$ cat src/hdl/esvs_defines.svh
// Offsets, field positions and reset values of the error sync block
`ifndef ESVS_DEFINES_SVH
`define ESVS_DEFINES_SVH

// ---------------------------------------------------------------
// Register offsets (byte addresses)
// ---------------------------------------------------------------
`define ESVS_ADDR_W 5
`define ESVS_OFF_HCTL 5'h00
`define ESVS_OFF_VSYN 5'h04
`define ESVS_OFF_VREC 5'h08
`define ESVS_OFF_SCTL 5'h0c
`define ESVS_OFF_STAT 5'h10

// ---------------------------------------------------------------
// Field positions
// ---------------------------------------------------------------
`define ESVS_HCTL_EN 0
`define ESVS_HCTL_ROUTE 1
`define ESVS_HCTL_TGE 2
`define ESVS_HCTL_INJ 3
`define ESVS_VREC_PEND 31
`define ESVS_SCTL_ISE_HI 3
`define ESVS_SCTL_ISE_LO 1
`define ESVS_SCTL_NMEA 4
`define ESVS_STAT_ILL 4
`define ESVS_STAT_VPEND 5

// ---------------------------------------------------------------
// Levels and reset values
// ---------------------------------------------------------------
`define ESVS_EL0 2'h0
`define ESVS_EL3 2'h3
`define ESVS_ZERO32 32'h0000_0000
`define ESVS_ISE_RST 4'h0

`endif

$ cat src/hdl/esvs_pkg.sv
// Types shared by the error sync block and its users
package esvs_pkg;

   // ------------------------------------------------------------
   // Enumerations
   // ------------------------------------------------------------
   // Preferred return address selection for a taken error
   typedef enum logic [1:0] {
      ESVS_RET_INSTR,
      ESVS_RET_VECTOR,
      ESVS_RET_ERET,
      ESVS_RET_ORIG
   } esvs_ret_t;

   // Origin of a synchronization event
   typedef enum logic [1:0] {
      ESVS_SRC_BARRIER,
      ESVS_SRC_ENTRY,
      ESVS_SRC_RETURN,
      ESVS_SRC_DEBUG
   } esvs_src_t;

   // ------------------------------------------------------------
   // Carriers
   // ------------------------------------------------------------
   // Instruction and exception strobes from the pipeline
   typedef struct packed {
      logic error_sync_barrier_instr;
      logic entry;
      logic eret;
      logic dcps;
      logic debug_restore_state;
      logic [1:0] el;
      logic raises_exc;
      logic illegal;
      logic next_instr;
   } esvs_evt_t;

   // Processor state seen by the block
   typedef struct packed {
      logic [1:0] cur_el;
      logic [3:0] a64;
      logic debug;
      logic virt_masked;
      logic [3:0] phys_masked;
      logic phys_pend;
      logic idef_pend;
      logic idef_sync;
   } esvs_core_t;

   // Error taken by the block
   typedef struct packed {
      logic take_phys;
      logic take_virt;
      logic iesb_flag;
      esvs_ret_t ret_sel;
   } esvs_take_t;

endpackage : esvs_pkg

$ cat src/hdl/esvs_unit.sv
// Error synchronization and virtual system error handling unit
//
// Contract
// - Barrier at level 0/1 syncs injected virtual error.
// - Unmasked synced virtual error taken before barrier completes.
// - Masked: clear inject, copy syndrome, set pending.
// - Read-as-zero syndrome: optional sync, zero recorded.
// - Unsynced virtual error ignored, stays pending.
// - Own-source error needs route 1, trap 0; masked records it.
// - Own-source error not sync-capable stays pending.
// - Virtual handling runs beside physical sync.
// - Implicit events leave deferred records alone.
// - Double fault and nonmaskable enable force level 3 enable.
// - Entry to enabled 64-bit level 1..3 makes event.
// - Debug level switch to enabled level makes event.
// - Error taken at entry event: flag set, vector return.
// - Masked errors stay pending after entry event.
// - Optional in-place take with flag zero.
// - With double fault, entry to level 3 keeps the event.
// - Fault-free return at enabled level makes event.
// - Illegal return sets flag; next instruction traps.
// - Fault-free debug restore at enabled level makes event.
// - Implicit sync exists only with the feature.
//
// The address-and-strobe port and the placing of the registers are this design's own decisions.
`timescale 1ns/1ps
`include "esvs_defines.svh"

module esvs_unit #(
   parameter int SYN_W = 25,
   parameter bit IMPLICIT_SYNC_FEATURE = 1'b1,
   parameter bit DOUBLE_FAULT_FEATURE = 1'b1,
   parameter bit SYN_WRITABLE = 1'b1,
   parameter bit RAZ_SYNC = 1'b1,
   parameter bit TAKE_IN_PLACE = 1'b0,
   parameter bit ERET_FLAG = 1'b0,
   parameter logic [SYN_W-1:0] IDEF_SYN = 25'h100_0000
) (
   input wire logic mclk,
   input wire logic rst_n,
   input wire logic ce,
   input wire logic [`ESVS_ADDR_W-1:0] reg_addr,
   input wire logic [31:0] reg_wdata,
   input wire logic reg_wr,
   input wire logic reg_rd,
   output logic [31:0] reg_rdata,
   input wire esvs_pkg::esvs_evt_t evt,
   input wire esvs_pkg::esvs_core_t core,
   output esvs_pkg::esvs_take_t take,
   output logic sync_event,
   output esvs_pkg::esvs_src_t sync_src,
   output logic phys_sync,
   output logic idef_clear,
   output logic barrier_done,
   output logic illegal_state_flag,
   output logic illegal_state_exc,
   output logic virt_error_inject
);

   // ------------------------------------------------------------
   // Storage
   // ------------------------------------------------------------
   logic el2_en_q, hyp_async_abort_route_q, hyp_trap_general_q, inject_q;
   logic [SYN_W-1:0] virt_syndrome_reg_q, rec_syn_q;
   logic rec_pend_q, nonmaskable_abort_enable_q, illegal_q;
   logic [3:0] implicit_sync_enable_q;

   // ------------------------------------------------------------
   // Decode and qualifiers
   // ------------------------------------------------------------
   logic wr_hctl, wr_vsyn, wr_vrec, wr_sctl, virt_route, barrier, inj_sync;
   logic idef_go, phys_take_cur, entry_sync, entry_unmasked, in_place_ok;
   logic ret_sync, dcps_sync, debug_restore_state_sync;
   logic [3:0] ise_eff;

   assign wr_hctl = ce && reg_wr && (reg_addr == `ESVS_OFF_HCTL);
   assign wr_vsyn = ce && reg_wr && (reg_addr == `ESVS_OFF_VSYN);
   assign wr_vrec = ce && reg_wr && (reg_addr == `ESVS_OFF_VREC);
   assign wr_sctl = ce && reg_wr && (reg_addr == `ESVS_OFF_SCTL);

   // Effective implicit-sync enables; level 0 never has one
   // forced level 3 enable
   assign ise_eff = {implicit_sync_enable_q[3]
                        | (DOUBLE_FAULT_FEATURE
                           && nonmaskable_abort_enable_q),
                     implicit_sync_enable_q[2:1], 1'b0};

   // Level qualifies for implicit sync: feature, 64-bit, enabled
   function automatic logic iesb_on(input logic [1:0] el,
                                    input logic [3:0] a64,
                                    input logic [3:0] ise);
      iesb_on = IMPLICIT_SYNC_FEATURE && (el != `ESVS_EL0)
                && a64[el] && ise[el];
   endfunction : iesb_on

   // Hypervisor routing for virtual errors
   // route set, trap clear
   assign virt_route = el2_en_q && hyp_async_abort_route_q
                       && !hyp_trap_general_q;

   // Barrier executed at level 0 or 1
   assign barrier = ce && evt.error_sync_barrier_instr && (core.cur_el <= 2'h1);

   // read-as-zero case syncs only when chosen
   assign inj_sync = barrier && virt_route && inject_q
                     && (SYN_WRITABLE || RAZ_SYNC);

   // Own-source error synchronized only when it is sync-capable
   // others are left alone
   assign idef_go = barrier && virt_route && core.idef_pend
                    && core.idef_sync && !inj_sync;

   assign phys_take_cur = core.phys_pend
                          && !core.phys_masked[core.cur_el];

   // sync on entry to qualifying level
   assign entry_sync = ce && evt.entry
                       && iesb_on(evt.el, core.a64, ise_eff);
   assign entry_unmasked = core.phys_pend
                           && !core.phys_masked[evt.el];

   // with double fault, never bypass the event on entry to level 3
   assign in_place_ok = TAKE_IN_PLACE
                        && !(DOUBLE_FAULT_FEATURE
                             && (evt.el == `ESVS_EL3));

   // return without exception at qualifying level
   assign ret_sync = ce && evt.eret && !evt.raises_exc
                     && iesb_on(core.cur_el, core.a64, ise_eff);

   // debug level switch in debug state
   assign dcps_sync = ce && evt.dcps && core.debug
                      && iesb_on(evt.el, core.a64, ise_eff);

   // debug restore without exception in debug state
   assign debug_restore_state_sync = ce && evt.debug_restore_state && core.debug && !evt.raises_exc
                      && iesb_on(core.cur_el, core.a64, ise_eff);

   // ------------------------------------------------------------
   // Hypervisor control register
   // ------------------------------------------------------------
   // Routing and level enable bits
   always_ff @(posedge mclk) begin
      if (!rst_n) begin
         el2_en_q <= 1'b0;
         hyp_async_abort_route_q <= 1'b0;
         hyp_trap_general_q <= 1'b0;
      end else if (wr_hctl) begin
         el2_en_q <= reg_wdata[`ESVS_HCTL_EN];
         hyp_async_abort_route_q <= reg_wdata[`ESVS_HCTL_ROUTE];
         hyp_trap_general_q <= reg_wdata[`ESVS_HCTL_TGE];
      end
   end

   // Injection bit; a software write beats the barrier's clear
   always_ff @(posedge mclk) begin
      if (!rst_n) begin
         inject_q <= 1'b0;
      end else if (wr_hctl) begin
         inject_q <= reg_wdata[`ESVS_HCTL_INJ];
      end else if (inj_sync && core.virt_masked) begin
         inject_q <= 1'b0;
      end
   end

   // ------------------------------------------------------------
   // Virtual syndrome register
   // ------------------------------------------------------------
   // Holds zero and ignores writes when built read-as-zero
   always_ff @(posedge mclk) begin
      if (!rst_n) begin
         virt_syndrome_reg_q <= '0;
      end else if (wr_vsyn && SYN_WRITABLE) begin
         virt_syndrome_reg_q <= reg_wdata[SYN_W-1:0];
      end
   end

   // ------------------------------------------------------------
   // Virtual deferred record
   // ------------------------------------------------------------
   // Barrier recording wins over a software write in the same cycle
   // a software write lands only when the barrier records nothing
   always_ff @(posedge mclk) begin
      if (!rst_n) begin
         rec_pend_q <= 1'b0;
         rec_syn_q <= '0;
      end else if (inj_sync && core.virt_masked) begin
         rec_pend_q <= 1'b1;
         rec_syn_q <= SYN_WRITABLE ? virt_syndrome_reg_q : '0;
      end else if (idef_go && core.virt_masked) begin
         rec_pend_q <= 1'b1;
         rec_syn_q <= IDEF_SYN;
      end else if (wr_vrec) begin
         rec_pend_q <= reg_wdata[`ESVS_VREC_PEND];
         rec_syn_q <= reg_wdata[SYN_W-1:0];
      end
   end

   // ------------------------------------------------------------
   // System control: implicit sync enables
   // ------------------------------------------------------------
   // Per-level enables for levels 1 to 3 and nonmaskable enable
   always_ff @(posedge mclk) begin
      if (!rst_n) begin
         implicit_sync_enable_q <= `ESVS_ISE_RST;
         nonmaskable_abort_enable_q <= 1'b0;
      end else if (wr_sctl) begin
         implicit_sync_enable_q <=
            {reg_wdata[`ESVS_SCTL_ISE_HI:`ESVS_SCTL_ISE_LO], 1'b0};
         nonmaskable_abort_enable_q <= reg_wdata[`ESVS_SCTL_NMEA];
      end
   end

   // ------------------------------------------------------------
   // Taken errors
   // ------------------------------------------------------------
   // One decision per cycle; entry, return, debug, then barrier
   always_ff @(posedge mclk) begin
      if (!rst_n) begin
         take <= '0;
      end else if (ce) begin
         take <= '0;
         if (entry_sync && entry_unmasked && in_place_ok) begin
            take.take_phys <= 1'b1;
            take.iesb_flag <= 1'b0;
            take.ret_sel <= esvs_pkg::ESVS_RET_ORIG;
         end else if (entry_sync && entry_unmasked) begin
            take.take_phys <= 1'b1;
            take.iesb_flag <= 1'b1;
            take.ret_sel <= esvs_pkg::ESVS_RET_VECTOR;
         end else if (ret_sync && phys_take_cur) begin
            take.take_phys <= 1'b1;
            take.iesb_flag <= ERET_FLAG;
            take.ret_sel <= esvs_pkg::ESVS_RET_ERET;
         end else if ((dcps_sync && entry_unmasked)
                      || (debug_restore_state_sync && phys_take_cur)) begin
            take.take_phys <= 1'b1;
            take.ret_sel <= esvs_pkg::ESVS_RET_INSTR;
         end else if (barrier && phys_take_cur) begin
            take.take_phys <= 1'b1;
            take.ret_sel <= esvs_pkg::ESVS_RET_INSTR;
         end else if ((inj_sync || idef_go) && !core.virt_masked) begin
            take.take_virt <= 1'b1;
            take.ret_sel <= esvs_pkg::ESVS_RET_INSTR;
         end
         // masked errors raise nothing and stay pending
      end
   end

   // ------------------------------------------------------------
   // Synchronization event reporting
   // ------------------------------------------------------------
   // Pulse with its origin; an in-place take skips the entry event
   always_ff @(posedge mclk) begin
      if (!rst_n) begin
         sync_event <= 1'b0;
         sync_src <= esvs_pkg::ESVS_SRC_BARRIER;
      end else if (ce) begin
         sync_event <= barrier
                       || (entry_sync
                           && !(entry_unmasked && in_place_ok))
                       || ret_sync || dcps_sync || debug_restore_state_sync;
         if (evt.entry) begin
            sync_src <= esvs_pkg::ESVS_SRC_ENTRY;
         end else if (evt.eret) begin
            sync_src <= esvs_pkg::ESVS_SRC_RETURN;
         end else if (evt.dcps || evt.debug_restore_state) begin
            sync_src <= esvs_pkg::ESVS_SRC_DEBUG;
         end else begin
            sync_src <= esvs_pkg::ESVS_SRC_BARRIER;
         end
      end
   end

   // Barrier side effects on the physical path and own source
   always_ff @(posedge mclk) begin
      if (!rst_n) begin
         phys_sync <= 1'b0;
         idef_clear <= 1'b0;
         barrier_done <= 1'b0;
      end else if (ce) begin
         // physical sync runs with every barrier at level 0 or 1
         phys_sync <= barrier;
         idef_clear <= idef_go && core.virt_masked;
         barrier_done <= barrier && !phys_take_cur
                         && !((inj_sync || idef_go)
                              && !core.virt_masked);
      end
   end

   // ------------------------------------------------------------
   // Illegal return handling
   // ------------------------------------------------------------
   // flag on illegal return, exception on next instruction
   always_ff @(posedge mclk) begin
      if (!rst_n) begin
         illegal_q <= 1'b0;
         illegal_state_exc <= 1'b0;
      end else if (ce) begin
         illegal_state_exc <= 1'b0;
         if (evt.eret && evt.illegal) begin
            illegal_q <= 1'b1;
         end else if (illegal_q && evt.next_instr) begin
            illegal_q <= 1'b0;
            illegal_state_exc <= 1'b1;
         end
      end
   end

   assign illegal_state_flag = illegal_q;
   assign virt_error_inject = inject_q;

   // ------------------------------------------------------------
   // Register read port
   // ------------------------------------------------------------
   // Data valid only in the cycle after the read strobe
   always_ff @(posedge mclk) begin
      if (!rst_n) begin
         reg_rdata <= `ESVS_ZERO32;
      end else if (ce) begin
         reg_rdata <= `ESVS_ZERO32;
         if (reg_rd) begin
            unique case (reg_addr)
               `ESVS_OFF_HCTL: begin
                  reg_rdata[`ESVS_HCTL_EN] <= el2_en_q;
                  reg_rdata[`ESVS_HCTL_ROUTE] <= hyp_async_abort_route_q;
                  reg_rdata[`ESVS_HCTL_TGE] <= hyp_trap_general_q;
                  reg_rdata[`ESVS_HCTL_INJ] <= inject_q;
               end
               `ESVS_OFF_VSYN: begin
                  reg_rdata[SYN_W-1:0] <= virt_syndrome_reg_q;
               end
               `ESVS_OFF_VREC: begin
                  reg_rdata[`ESVS_VREC_PEND] <= rec_pend_q;
                  reg_rdata[SYN_W-1:0] <= rec_syn_q;
               end
               `ESVS_OFF_SCTL: begin
                  reg_rdata[`ESVS_SCTL_ISE_HI:`ESVS_SCTL_ISE_LO] <=
                     implicit_sync_enable_q[3:1];
                  reg_rdata[`ESVS_SCTL_NMEA] <=
                     nonmaskable_abort_enable_q;
               end
               `ESVS_OFF_STAT: begin
                  reg_rdata[`ESVS_SCTL_ISE_HI:`ESVS_SCTL_ISE_LO] <=
                     ise_eff[3:1];
                  reg_rdata[`ESVS_STAT_ILL] <= illegal_q;
                  reg_rdata[`ESVS_STAT_VPEND] <= inject_q;
               end
               default: reg_rdata <= `ESVS_ZERO32;
            endcase
         end
      end
   end

endmodule : esvs_unit

$ cat config.mk
export PLATFORM = sky130hd
export DESIGN_NAME = esvs_unit
export DESIGN_NICKNAME = d
export VERILOG_FILES = /design/src/hdl/esvs_pkg.sv /design/src/hdl/esvs_unit.sv
export VERILOG_INCLUDE_DIRS = /design/src /design/src/hdl
export SDC_FILE = /design/constraint.sdc
export NUM_CORES = 1
export LEC_CHECK = 0
export BUFFER_PORTS_ARGS = -buffer_cell sky130_fd_sc_hd__buf_2
export CAP_MARGIN = 20
export CELL_PAD_IN_SITES_DETAIL_PLACEMENT = 1
export CELL_PAD_IN_SITES_GLOBAL_PLACEMENT = 2
export CORE_UTILIZATION = 32
export DETAILED_ROUTE_END_ITERATION = 16
export PLACE_DENSITY = 0.8
export SLEW_MARGIN = 20
export SYNTH_ARGS = -nofsm -noshare
export SYNTH_HDL_FRONTEND = slang
export SYNTH_SLANG_ARGS = --single-unit
$ cat constraint.sdc
create_clock -name mclk -period 1.5 [get_ports mclk]
set_input_delay 0.075 -clock mclk [delete_from_list [all_inputs] [get_ports mclk]]
set_output_delay 0.075 -clock mclk [all_outputs]
set_load 0.03 [all_outputs]
# Word-level counts from Yosys, hierarchy flattened
# Index checks and enable logic that the tools add are counted.
# Widths: inputs -> output; s select.
[word_totals] inputBits=67 register_bits=104 elab_cells=140 output_inout_bits=46
[op_classes] n_mux=45 n_lt_le_gt_ge=3 bitwise=1 n_reduce_logical=66 eq_ne=4
[op_table] cell="$mux 25" count=3
[op_table] cell="$logic_and 1x1->1" count=44
[op_table] cell="$pmux 19 s2" count=1
[op_table] cell="$mux 32" count=1
[op_table] cell="$mux 1" count=25
[op_table] cell="$pmux 3 s5" count=1
[op_table] cell="$bmux 1 s2" count=6
[op_table] cell="$eq 5x4->1 const B" count=2
[op_table] cell="$logic_not 1->1" count=8
[op_table] cell="$mux 2" count=4
[op_table] cell="$reduce_bool 2->1" count=4
[op_table] cell="$logic_or 1x1->1" count=7
[op_table] cell="$lt 2x3->1 const B" count=2
[op_table] cell="$pmux 1 s3" count=2
[op_table] cell="$eq 5x3->1 const B" count=1
[op_table] cell="$eq 5x5->1 const B" count=1
[op_table] cell="$logic_not 5->1" count=1
[op_table] cell="$pmux 1 s4" count=1
[op_table] cell="$mux 3" count=1
[op_table] cell="$reduce_bool 3->1" count=1
[op_table] cell="$le 2x1->1 const B" count=1
[op_table] cell="$reduce_and 2->1" count=1
[op_table] cell="$or 1x1->1" count=1

# Logic depth before layout (Yosys ltp)
# Gate-level depths: netlist of run 1.
[depth] word_depth=13 ltp_mapped=7 depth_no_buf=4

# Worst setup path before layout of run 1
# Ideal clock, no wire load.
[synth_timing] path_kind="register to register" from="register inject_q, in the netlist virt_error_inject" to="register rec_syn_q[4]" path_slack_ns=-0.134 arrival_time_ns=1.518 path_stages_with_launch=6 path_buffers=1 setup_ns=0.116 period_less_slack_ns=1.634 t_required_ns=1.384 cell_sequence="dfxtp_1 -> a21oi_1 -> nor4b_4 -> buf_4 -> a21o_1 -> a21boi_1"
[synth_between] elab_chain_cells=6 elab_cells_between_ends=8 classes_between="2 x mux; 6 x reduce/logical"
[synth_lines] element="start: declaration" line_no="esvs_unit.sv:63" source="logic el2_en_q, hyp_async_abort_route_q, hyp_trap_general_q, inject_q;"
[synth_lines] element="start signal: assignment" line_no="esvs_unit.sv:160" source="inject_q <= reg_wdata[`ESVS_HCTL_INJ];"
[synth_lines] element="$logic_and 1x1->1 *" line_no="esvs_unit.sv:105" source="assign inj_sync = barrier && virt_route && inject_q"
[synth_lines] element="$logic_not 1->1" line_no="esvs_unit.sv:111" source="&& core.idef_sync && !inj_sync;"
[synth_lines] element="$logic_and 1x1->1" line_no="esvs_unit.sv:111"
[synth_lines] element="$logic_and 1x1->1" line_no="esvs_unit.sv:190" source="end else if (idef_go && core.virt_masked) begin"
[synth_lines] element="$mux 25" line_no="esvs_unit.sv:190"
[synth_lines] element="$mux 25" line_no="esvs_unit.sv:187" source="end else if (inj_sync && core.virt_masked) begin"
[synth_lines] element="end signal: assignment" line_no="esvs_unit.sv:189" source="rec_syn_q <= SYN_WRITABLE ? virt_syndrome_reg_q : '0;"
[synth_lines] element="end signal: assignment" line_no="esvs_unit.sv:195" source="rec_syn_q <= reg_wdata[SYN_W-1:0];"
[synth_lines] element="end: declaration" line_no="esvs_unit.sv:64" source="logic [SYN_W-1:0] virt_syndrome_reg_q, rec_syn_q;"
# Every way passes the cells marked *; elsewhere a longest branch is shown, timed or not.
# A chain may end at the register's enable or synchronous reset.

# Final worst setup path of run 1
[layout_timing] from="register hyp_trap_general_q" to="register rec_syn_q[24]"
[layout_between] elab_chain_cells=9 elab_cells_between_ends=13 classes_between="2 x mux; 11 x reduce/logical"
[layout_lines] element="start: declaration" line_no="esvs_unit.sv:63"
[layout_lines] element="start signal: assignment" line_no="esvs_unit.sv:151" source="hyp_trap_general_q <= reg_wdata[`ESVS_HCTL_TGE];"
[layout_lines] element="$logic_not 1->1 *" line_no="esvs_unit.sv:99" source="&& !hyp_trap_general_q;"
[layout_lines] element="$logic_and 1x1->1 *" line_no="esvs_unit.sv:99"
[layout_lines] element="$logic_and 1x1->1 *" line_no="esvs_unit.sv:105, esvs_unit.sv:110"
[layout_lines] element="$logic_and 1x1->1, on equally long branches" line_no="esvs_unit.sv:110, esvs_unit.sv:105"
[layout_lines] element="$logic_and 1x1->1 / $logic_not 1->1 (equally long branches)" line_no="esvs_unit.sv:111"
[layout_lines] element="$logic_and 1x1->1" line_no="esvs_unit.sv:111"
[layout_lines] element="$logic_and 1x1->1" line_no="esvs_unit.sv:190"
[layout_lines] element="$mux 25" line_no="esvs_unit.sv:190"
[layout_lines] element="$mux 25" line_no="esvs_unit.sv:187"
# Marks and branches as above.

==> impl_metrics.json, run 1 <==
{
  "synth.most_common_cell": "dfxtp_1",
  "power_density_nw_per_um2": 885,
  "path_max_fanout": 14,
  "stdcell_count": 868,
  "crit_path_start_kind": "flip-flop",
  "avgSynthCellArea_um2": 9.00,
  "period_minus_slack_ns": 1.45,
  "pre_cts_ws_ns": -0.123,
  "finalCritPeriodShare_pct": 97.0,
  "synth.area.top_cells": "dfxtp_1, mux2i_1, nor2b_1, a21boi_0, nand2_1",
  "clock_power_share_pct": 42.0,
  "synth_cell_types": 52,
  "dieHeight_um": 127,
  "p_seq_share_pct": 47.6,
  "drt_iter0_drc": 196,
  "clockBufferDepth": 2,
  "drtAntennaViolNets": 0,
  "grt_pass1_wl_um": 25900,
  "grt_pass1_vias": 4862,
  "synth_seq_cells": 97,
  "clock_latency_ns": 0.35,
  "post-place-cells": 848,
  "synth-warning-count": 0,
  "dieArea_um2": 16200,
  "hold_class": "input port to flip-flop",
  "setup_viol": 0,
  "rsz0062_at_grt": "no",
  "antenna_found_initial": 0,
  "n_fill_cell": 1793,
  "port_buffers": 99,
  "switching_share_pct": 24.9,
  "finClkSkew_ns": 0.00747,
  "seq_area_frac_synth_pct": 38.8,
  "slew_violations": 0,
  "p_sw_mw": 1.36,
  "drt-total-wl_um": 15900,
  "synth_largest_area_cell": "dfxtp_1",
  "initial_core_util_pct": 32.8,
  "cts_buffers": 9,
  "wire_per_inst_um": 18.3,
  "overflow": 0,
  "syn_area_um2": 5010,
  "synth_top_area_share_pct": 38.8,
  "async_reset_ff_share_pct": 0,
  "coreArea_um2": 15300,
  "route.detailed.drc": 0,
  "place_area_um2": 5830,
  "crit_type": "flip-flop to flip-flop",
  "nets": 719,
  "dr.pass1.iters": 4,
  "cp.required_ns": 1.74,
  "min_path_cells": 3,
  "tritoncts": "done",
  "n_antenna_cell": 0,
  "vias": 4596,
  "fin_area_um2": 6190,
  "drive_above_1_share_pct": 25.6,
  "htree_levels": 3,
  "vias_per_cell": 5.29,
  "maxCapViolations": 0,
  "arrival_ns": 1.70,
  "clk_pin_slew_ns": 0.07,
  "die_x_um": 127,
  "p_leak_nw": 2.56,
  "cts-root-buf": "clkbuf_16",
  "p_int_mw": 4.11,
  "fin_ws_ns": 0.0452,
  "area_growth_pct": 23.4,
  "synth_edf_count": 0,
  "row_count": 45,
  "grt_start_max_net_pins": 55,
  "worst_setup_path_end_kind": "flip-flop",
  "clock_sinks": 97,
  "power_frac_comb_pct": 10.4,
  "power_mw": 5.47,
  "synth_commonest_cells": "dfxtp_1, nand2_1, nor2b_1",
  "hold_violations": 0,
  "ios": 113,
  "ir_drop_mv": 0.624,
  "max_freq_ghz": 0.687,
  "synth_flop_cell": "dfxtp_1",
  "status": "complete, no violations",
  "track_usage_pct": 20.4,
  "place.gp.congestion": 0.805,
  "syn-instance-count": 557,
  "reg2reg_depth": 6,
  "hpwl_um": 11100
}
==> final cells by class <==
type,count,area (µm²),share of cell area [%]
clock buffer,14,284,4.59
clock inverter,2,10.0,0.162
inverter,5,18.8,0.303
multi-input combinational,400,2780,45.0
sequential,97,1940,31.4
tap,211,264,4.27
timing repair buffer,139,881,14.2
==> cell families after synthesis <==
kind of cell           count (synthesis)  share of synthesized area, %
flip-flops                            97                          38.8
multiplexers                          41                          8.54
AND/OR/NAND/NOR                      190                          21.2
other                                  1                        0.0748
buffers and inverters                 65                          6.54
AO/OA/AOI/OAI                        163                          24.8
==> power by group through the flow <==
stage          clock network [mW]  registers, mW  logic, mW
6_report                     2.30           2.60      0.571
5_1_grt                      2.44           2.60      0.613
4_1_cts                      2.36           2.60      0.571
3_5_place_dp                    0           2.66      0.565
3_3_place_gp                    0           2.66      0.555
2_1_floorplan                   0           2.68      0.297
==> stage by stage <==
stage | util, % | hold slack [ns] | setup TNS (ns)
after floorplan | - | 0.226 | 0
final | 40.5 | 0.00716 | 0
after global placement | 38.2 | 0.354 | -0.142
after detailed placement | 38.2 | 0.358 | -1.31
after CTS | 40.3 | 0.00358 | 0
after global routing | 40.5 | 0.0123 | 0
==> registers in the layout, indices dropped and copies added (netlist names), 2 cells and up <==
register                flops
implicit_sync_enable_q      3
rec_syn_q                  25
take                        4
reg_rdata                  26
sync_src                    2
virt_syndrome_reg_q        25
==> worst paths after layout <==
path	from	endpoint	slack, ns
hold reg to reg	reg_rdata[4]	reg_rdata[4]	0.45
hold / removal	reg_wdata[6]	virt_syndrome_reg_q[6]	0.007
setup / recovery	hyp_trap_general_q	rec_syn_q[24]	0.05
setup reg to reg	hyp_trap_general_q	rec_syn_q[24]	0.05
==> layer usage <==
layer / track usage [%] / routed length (µm) / vias to the layer above
met5: 0 / 0 / -
met4: 7.98 / 286 / 0
met3: 2.60 / 387 / 19
met2: 35.9 / 7940 / 86
met1: 25.5 / 7240 / 2277
li1: - / - / 2214
==> cells in the final DEF (no fill, tap or decap), drive strengths merged, types with 3 or more instances in the layout <==
cell     count
and3         4
a22o        20
inv          5
nor2         6
o21ai        7
conb         6
a2bb2oi      3
and2         4
nand4       28
a21oi        8
nor3         3
nand2       56
nand3b       8
and4         3
nand2b       3
nor2b       39
buf        136
o31ai       24
dfxtp       97
a32o         4
o2bb2ai      5
a21boi      51
mux2         4
nand3       29
mux2i       36
a21o        26
clkbuf      15
o21a         3
==> worst max-delay path, cell delays in order (launching register included) <==
cell	delay [ns]
dfxtp_2	0.34
nand3b_1	0.23
nor4b_4	0.23
buf_4	0.18
buf_12	0.15
nand3b_1	0.14
a21boi_1	0.07
==> timing repair <==
action | 4_1_cts | 5_1_grt
hold endpoints to repair | 2 | 0
gates resized for setup | 0 | 4
endpoints found under the setup margin | 0 | 7
hold buffers | 2 | 0
buffers inserted | 0 | 1
Note: power is estimated with default switching activity, not from simulation.
==> run 2, diff against run 1 <==
--- a/config.mk
+++ b/config.mk
@@ -6,13 +6,14 @@
 export SDC_FILE = /design/constraint.sdc
 export NUM_CORES = 1
 export LEC_CHECK = 0
+export ABC_AREA = 1
 export BUFFER_PORTS_ARGS = -buffer_cell sky130_fd_sc_hd__buf_2
 export CAP_MARGIN = 20
 export CELL_PAD_IN_SITES_DETAIL_PLACEMENT = 1
 export CELL_PAD_IN_SITES_GLOBAL_PLACEMENT = 2
-export CORE_UTILIZATION = 32
+export CORE_UTILIZATION = 28
 export DETAILED_ROUTE_END_ITERATION = 16
-export PLACE_DENSITY = 0.8
+export PLACE_DENSITY = 0.79
 export SLEW_MARGIN = 20
 export SYNTH_ARGS = -nofsm -noshare
 export SYNTH_HDL_FRONTEND = slang
==> run 2 against run 1 <==
The run now ends with negative setup slack left. Flip-flop and latch count stayed put. Cell area is 1.2% lower. Synthesized cell count increased by 21%. Via count is 5.7% higher. Combinational power decreased by 23%. Count of clock-buffer cells in the layout shrank 5. Core utilization is 2.0 points lower. Largest cell class unchanged. Register-to-register slack got worse by 0.08 ns.
==> impl_metrics.json, run 2 <==
{
  "crit_path_start_kind": "flip-flop",
  "drive_above_1_share_pct": 24.7,
  "antenna_found_initial": 0,
  "drt-total-wl_um": 15500,
  "cts_buffers": 9,
  "regMostFlops": "reg_rdata",
  "coreArea_um2": 15900,
  "htree_levels": 3,
  "r2r-start": "hyp_trap_general_q",
  "holdWs_ns": 0.0214,
  "setup_viol": 15,
  "nets": 868,
  "hpwl_um": 11000,
  "area_growth_pct": 34.4,
  "grt_pass1_vias": 4858,
  "route.detailed.drc": 0,
  "final_cell_mix": "nand2_1, buf_2, dfxtp_1",
  "worstSetupStartpoint": "hyp_trap_general_q",
  "power_density_nw_per_um2": 872,
  "syn_area_um2": 4550,
  "power_mw": 5.33,
  "cp.required_ns": 1.80,
  "max_stage_delay_ns": 0.33,
  "maxCapViolations": 0,
  "grt_pass1_wl_um": 24800,
  "port_buffers": 99,
  "ios": 113,
  "synth_cell_types": 30,
  "initial_core_util_pct": 28.6,
  "cp_slowest_cell": "dfxtp_2",
  "arrival_ns": 1.84,
  "grt_start_max_net_pins": 62,
  "path_cells": "inv_2 -> nand3_2 -> nor2_4 -> nand2_4 -> buf_6 -> nor2_4 -> buf_12 -> clkbuf_16 -> nand2_2 -> nand3_2 -> nand2_1 -> inv_1",
  "rsz0062_at_grt": "yes",
  "clock_sinks": 97,
  "track_usage_pct": 19.1,
  "tns_ns": -0.207,
  "rrSetupSlack_ns": -0.04,
  "seq_area_frac_synth_pct": 42.7,
  "overflow": 0,
  "tritoncts": "done",
  "path_depth": 12,
  "endpoint": "rec_syn_q[19]",
  "crit_type": "flip-flop to flip-flop",
  "period_minus_slack_ns": 1.54,
  "met1_length_um": 7350,
  "finalCritPeriodShare_pct": 102,
  "synth_seq_cells": 97,
  "slew_violations": 0,
  "row_count": 46,
  "synth_top_area_share_pct": 42.7,
  "synth_largest_area_cell": "dfxtp_1",
  "place_area_um2": 5430,
  "syn-instance-count": 673,
  "largest_reg_flops": 26,
  "n_antenna_cell": 0,
  "top_regs": "reg_rdata: 26 flops, rec_syn_q: 25 flops, virt_syndrome_reg_q: 25 flops",
  "synth_flop_cell": "dfxtp_1",
  "p_leak_nw": 2.96,
  "synth.area.top_cells": "dfxtp_1, nand2_1, nand3_1, o21ai_0, inv_1",
  "status": "finished with violations",
  "async_reset_ff_share_pct": 0,
  "drt_iter0_drc": 180,
  "clockBufferDepth": 2,
  "clock_latency_ns": 0.36,
  "path_max_fanout": 5,
  "hold_class": "input port to flip-flop",
  "dieHeight_um": 129,
  "max_freq_ghz": 0.651,
  "wire_per_inst_um": 15.2,
  "final_util_pct": 38.5,
  "place.gp.congestion": 0.813,
  "cts-root-buf": "clkbuf_16",
  "dr_wl_met2_um": 7380,
  "reg2reg_depth": 12,
  "top_layer_used": "met4",
  "worst_setup_path_end_kind": "flip-flop",
  "hold_violations": 0,
  "drtAntennaViolNets": 0,
  "ir_drop_mv": 0.570,
  "reg2reg_to": "rec_syn_q[19]",
  "crit_buf_inv": 5,
  "layout_commonest_cell": "nand2_1",
  "clk_pin_slew_ns": 0.07,
  "synth_edf_count": 0,
  "violations": "negative setup slack",
  "crit_family": "simple AND/OR/NAND/NOR gates",
  "avgSynthCellArea_um2": 6.76,
  "fin_area_um2": 6110,
  "die_x_um": 129,
  "fin_ws_ns": -0.0354,
  "synth.most_common_cell": "nand2_1",
  "met3RoutedLength_um": 657,
  "dieArea_um2": 16800,
  "synth-warning-count": 0,
  "vias": 4857,
  "synth_commonest_cells": "nand2_1, dfxtp_1, nand3_1",
  "dr.pass1.iters": 4,
  "vias_per_cell": 4.75,
  "finClkSkew_ns": 0.00928
}
[run 2: cell types whose count changed after synthesis, moves of 26 or more]
| cell | previous run | this run |
|---|---|---|
| nand2_1 | 56 | 177 |
| inv_1 | 4 | 68 |
| nor2_1 | 6 | 60 |
| o21ai_0 | 7 | 58 |
| nand3_1 | 28 | 78 |
| a21oi_1 | 8 | 49 |
| nor2b_1 | 39 | 0 |
| mux2i_1 | 36 | 0 |
| a21boi_0 | 30 | 0 |
| a21o_1 | 26 | 0 |
[run 2: worst register-to-register path: stages, from the launching register on]
cell and delay [ns]:
dfxtp_2 0.33, inv_2 0.06, nand3_2 0.08, nor2_4 0.17, nand2_4 0.08, buf_6 0.13
nor2_4 0.11, buf_12 0.14, clkbuf_16 0.17, nand2_2 0.06, nand3_2 0.06, nand2_1 0.05
inv_1 0.05
[run 2: power breakdown]
group          internal [mW]  switching, mW  total (mW)
clock network           1.16           1.13        2.28
registers               2.59         0.0125        2.60
logic                  0.162          0.280       0.441
total                   3.91           1.42        5.33
[run 2: timing repair]
| action | 4_1_cts | 5_1_grt |
|---|---|---|
| hold endpoints to repair | 16 | 0 |
| gates cloned | 0 | 3 |
| resized for setup | 2 | 40 |
| setup buffers | 0 | 3 |
| pin swaps | 0 | 17 |
| endpoints found under the setup margin | 2 | 27 |
| hold buffers | 16 | 0 |
[run 2: area by class of cell]
type | count | area, µm²
repair buffers | 153 | 1070
inverters | 71 | 267
well taps | 216 | 270
clock inverters | 7 | 57.6
flip-flops and latches | 97 | 1940
fillers | 2054 | 9770
multi-input cells | 469 | 2280
clock buffers | 9 | 225
[run 2: cell families after synthesis]
group,Yosys count,synth area share [%]
other,1,0.0824
AO/OA/AOI/OAI,125,14.8
AND/OR/NAND/NOR,338,32.0
flip-flops,97,42.7
buffers and inverters,112,10.5
[run 2: layer usage]
metal	up-vias	GRT usage (%)
met5	-	0
met4	0	5.20
met3	8	3.80
met2	96	33.1
met1	2341	24.2
li1	2412	-
[run 2: worst min path at each step]
stage | from | endpoint | slack (ns) | depth (start not counted)
4_1_cts | evt[0] | illegal_state_exc | 0.009 | 3
5_1_grt | reg_wdata[22] | virt_syndrome_reg_q[22] | 0.03 | 3
3_3_place_gp | reg_wdata[12] | virt_syndrome_reg_q[12] | 0.33 | 3
2_1_floorplan | reg_wdata[10] | virt_syndrome_reg_q[10] | 0.21 | 2
6_report | reg_wdata[18] | virt_syndrome_reg_q[18] | 0.02 | 3
3_5_place_dp | reg_wdata[12] | virt_syndrome_reg_q[12] | 0.33 | 3
[run 2: through the flow]
| stage | setup slack (ns) | std cells |
|---|---|---|
| final | -0.0354 | 1022 |
| after global routing | -0.106 | 1022 |
| after CTS | -0.0121 | 1016 |
| after detailed placement | -0.00944 | 984 |
| after global placement | 0.0475 | 984 |
| after floorplan | 0.123 | 678 |
==> run 3, diff against run 2 <==
--- a/config.mk
+++ b/config.mk
@@ -11,6 +11,7 @@
 export CAP_MARGIN = 20
 export CELL_PAD_IN_SITES_DETAIL_PLACEMENT = 1
 export CELL_PAD_IN_SITES_GLOBAL_PLACEMENT = 2
+export CORE_MARGIN = 2
 export CORE_UTILIZATION = 28
 export DETAILED_ROUTE_END_ITERATION = 16
 export PLACE_DENSITY = 0.79
==> run 3 against run 2 <==
The flow still finishes with violations (negative setup slack). Global-route usage decreased by 1.0 points. Largest cell class unchanged. Critical path depth decreased by 1. First-iteration DRC count increased by 26%. Core utilization decreased by 1.2 points. Cell count decreased by 0.88%.
==> impl_metrics.json, run 3 (same netlist as run 2, synthesis figures left out) <==
{
  "arrival_ns": 1.75,
  "fin_ws_ns": -0.00262,
  "largest_reg_flops": 26,
  "final_cell_mix": "nand2_1, buf_2, dfxtp_1",
  "setup_viol": 1,
  "regMostFlops": "reg_rdata",
  "route.detailed.drc": 0,
  "path_max_fanout": 6,
  "holdWs_ns": 0.00846,
  "clock_sinks": 97,
  "vias_per_cell": 4.77,
  "dr.pass1.iters": 4,
  "crit_path_start_kind": "flip-flop",
  "finalCritPeriodShare_pct": 100,
  "max_stage_delay_ns": 0.32,
  "period_minus_slack_ns": 1.50,
  "cp_slowest_cell": "dfxtp_1",
  "coreArea_um2": 15900,
  "grt_pass1_wl_um": 25300,
  "hold_class": "input port to flip-flop",
  "slew_violations": 0,
  "cts_buffers": 9,
  "drt_iter0_drc": 227,
  "clk_pin_slew_ns": 0.08,
  "power_density_nw_per_um2": 906,
  "p_leak_nw": 2.80,
  "grt_pass1_vias": 5006,
  "dieHeight_um": 131,
  "crit_type": "flip-flop to flip-flop",
  "overflow": 0,
  "die_x_um": 131,
  "worst_setup_path_end_kind": "flip-flop",
  "rrSetupSlack_ns": -0.003,
  "power_mw": 5.36,
  "max_freq_ghz": 0.666,
  "clock_latency_ns": 0.35,
  "status": "finished with violations",
  "port_buffers": 99,
  "hpwl_um": 11200,
  "violations": "negative setup slack",
  "r2r-start": "hyp_trap_general_q",
  "ir_drop_mv": 0.553,
  "tritoncts": "done",
  "initial_core_util_pct": 28.6,
  "drive_above_1_share_pct": 20.7,
  "ios": 113,
  "wire_per_inst_um": 15.5,
  "hold_violations": 0,
  "antenna_found_initial": 0,
  "nets": 859,
  "track_usage_pct": 18.1,
  "drt-total-wl_um": 15700,
  "n_antenna_cell": 0,
  "dieArea_um2": 17300,
  "maxCapViolations": 0,
  "clockBufferDepth": 2,
  "hold_end": "rec_pend_q",
  "reg2reg_depth": 11,
  "row_count": 46,
  "hold_start": "reg_wdata[31]",
  "place.gp.congestion": 0.843,
  "reg2reg_to": "rec_syn_q[1]",
  "layout_commonest_cell": "nand2_1",
  "cp.required_ns": 1.75,
  "area_growth_pct": 30.1,
  "rsz0062_at_grt": "yes",
  "finClkSkew_ns": 0.00779,
  "drtAntennaViolNets": 0,
  "cts-root-buf": "clkbuf_16",
  "path_common_cell": "inv_1",
  "path_cells": "inv_1 -> nand3_2 -> nor2_4 -> nand2_2 -> nand2_4 -> nand2_8 -> buf_4 -> nand3_1 -> nand2_1 -> o21ai_0 -> inv_1",
  "htree_levels": 3,
  "grt_start_max_net_pins": 62,
  "top_regs": "reg_rdata: 26 flops, rec_syn_q: 25 flops, virt_syndrome_reg_q: 25 flops",
  "min_path_cells": 3,
  "vias": 4833
}
run 3: changes by cell type in the layout (fill, tap and decap cells not counted), sizes merged:
cell / previous run / this run
buf: 135 / 130
clkinvlp: 1 / 0
dlygate4sd3: 16 / 13
run 3: layer usage:
layer  global-route usage, %  wire [µm]
met1                    22.7       7160
met2                    32.0       7550
met3                    2.82        738
met4                    5.56        221
met5                       0          0
run 3: layout make-up:
class,count,area (µm²)
Fill cell,2043,9970
Clock buffer,10,239
Inverter,71,267
Tap cell,216,270
Timing Repair Buffer,144,966
Sequential cell,97,1940
Multi-Input combinational cell,469,2180
Clock inverter,6,57.6
run 3: worst max-delay path by stage:
stage,start,depth (start not counted),endpoint
after floorplan,virt_error_inject,8,rec_syn_q[11]
after global placement,reg_addr[1],8,reg_rdata[15]
after detailed placement,hyp_trap_general_q,11,rec_syn_q[7]
after CTS,hyp_trap_general_q,11,rec_syn_q[4]
after global routing,hyp_trap_general_q,11,rec_syn_q[17]
final,hyp_trap_general_q,11,rec_syn_q[1]
run 3: what timing repair did:
action                                  CTS  global route
pin swaps                                 3             3
cloned                                    1             1
endpoints found under the hold margin    13             0
endpoints found under the setup margin    6            28
gates resized for setup                   1             7
hold buffers                             13             0
setup buffers                             1             0
run 3: report_power, final:
part	leakage, nW	total (mW)	switching [mW]	internal, mW
combinational	1.87	0.434	0.278	0.156
clock	0.147	2.33	1.11	1.21
sequential	0.782	2.60	0.0119	2.59
total	2.80	5.36	1.40	3.96
run 3: stage by stage:
stage	setup WS, ns	cell area, µm²	utilization [%]	TNS, ns	std cells
3_5_place_dp	-0.0334	5410	34.0	-0.0551	981
2_1_floorplan	0.123	4570	-	0	678
4_1_cts	-0.0469	5880	37.0	-0.513	1012
6_report	-0.00262	5920	37.3	-0.00262	1013
5_1_grt	-0.111	5920	37.3	-1.95	1013
3_3_place_gp	0.0294	5410	34.0	0	981
run 3: critical path: cells and delay by family (launching register included):
family          cells  cell delay (ns)
flops               1             0.32
buf+inv             3             0.30
simple gates        7             0.61
compound gates      1             0.15
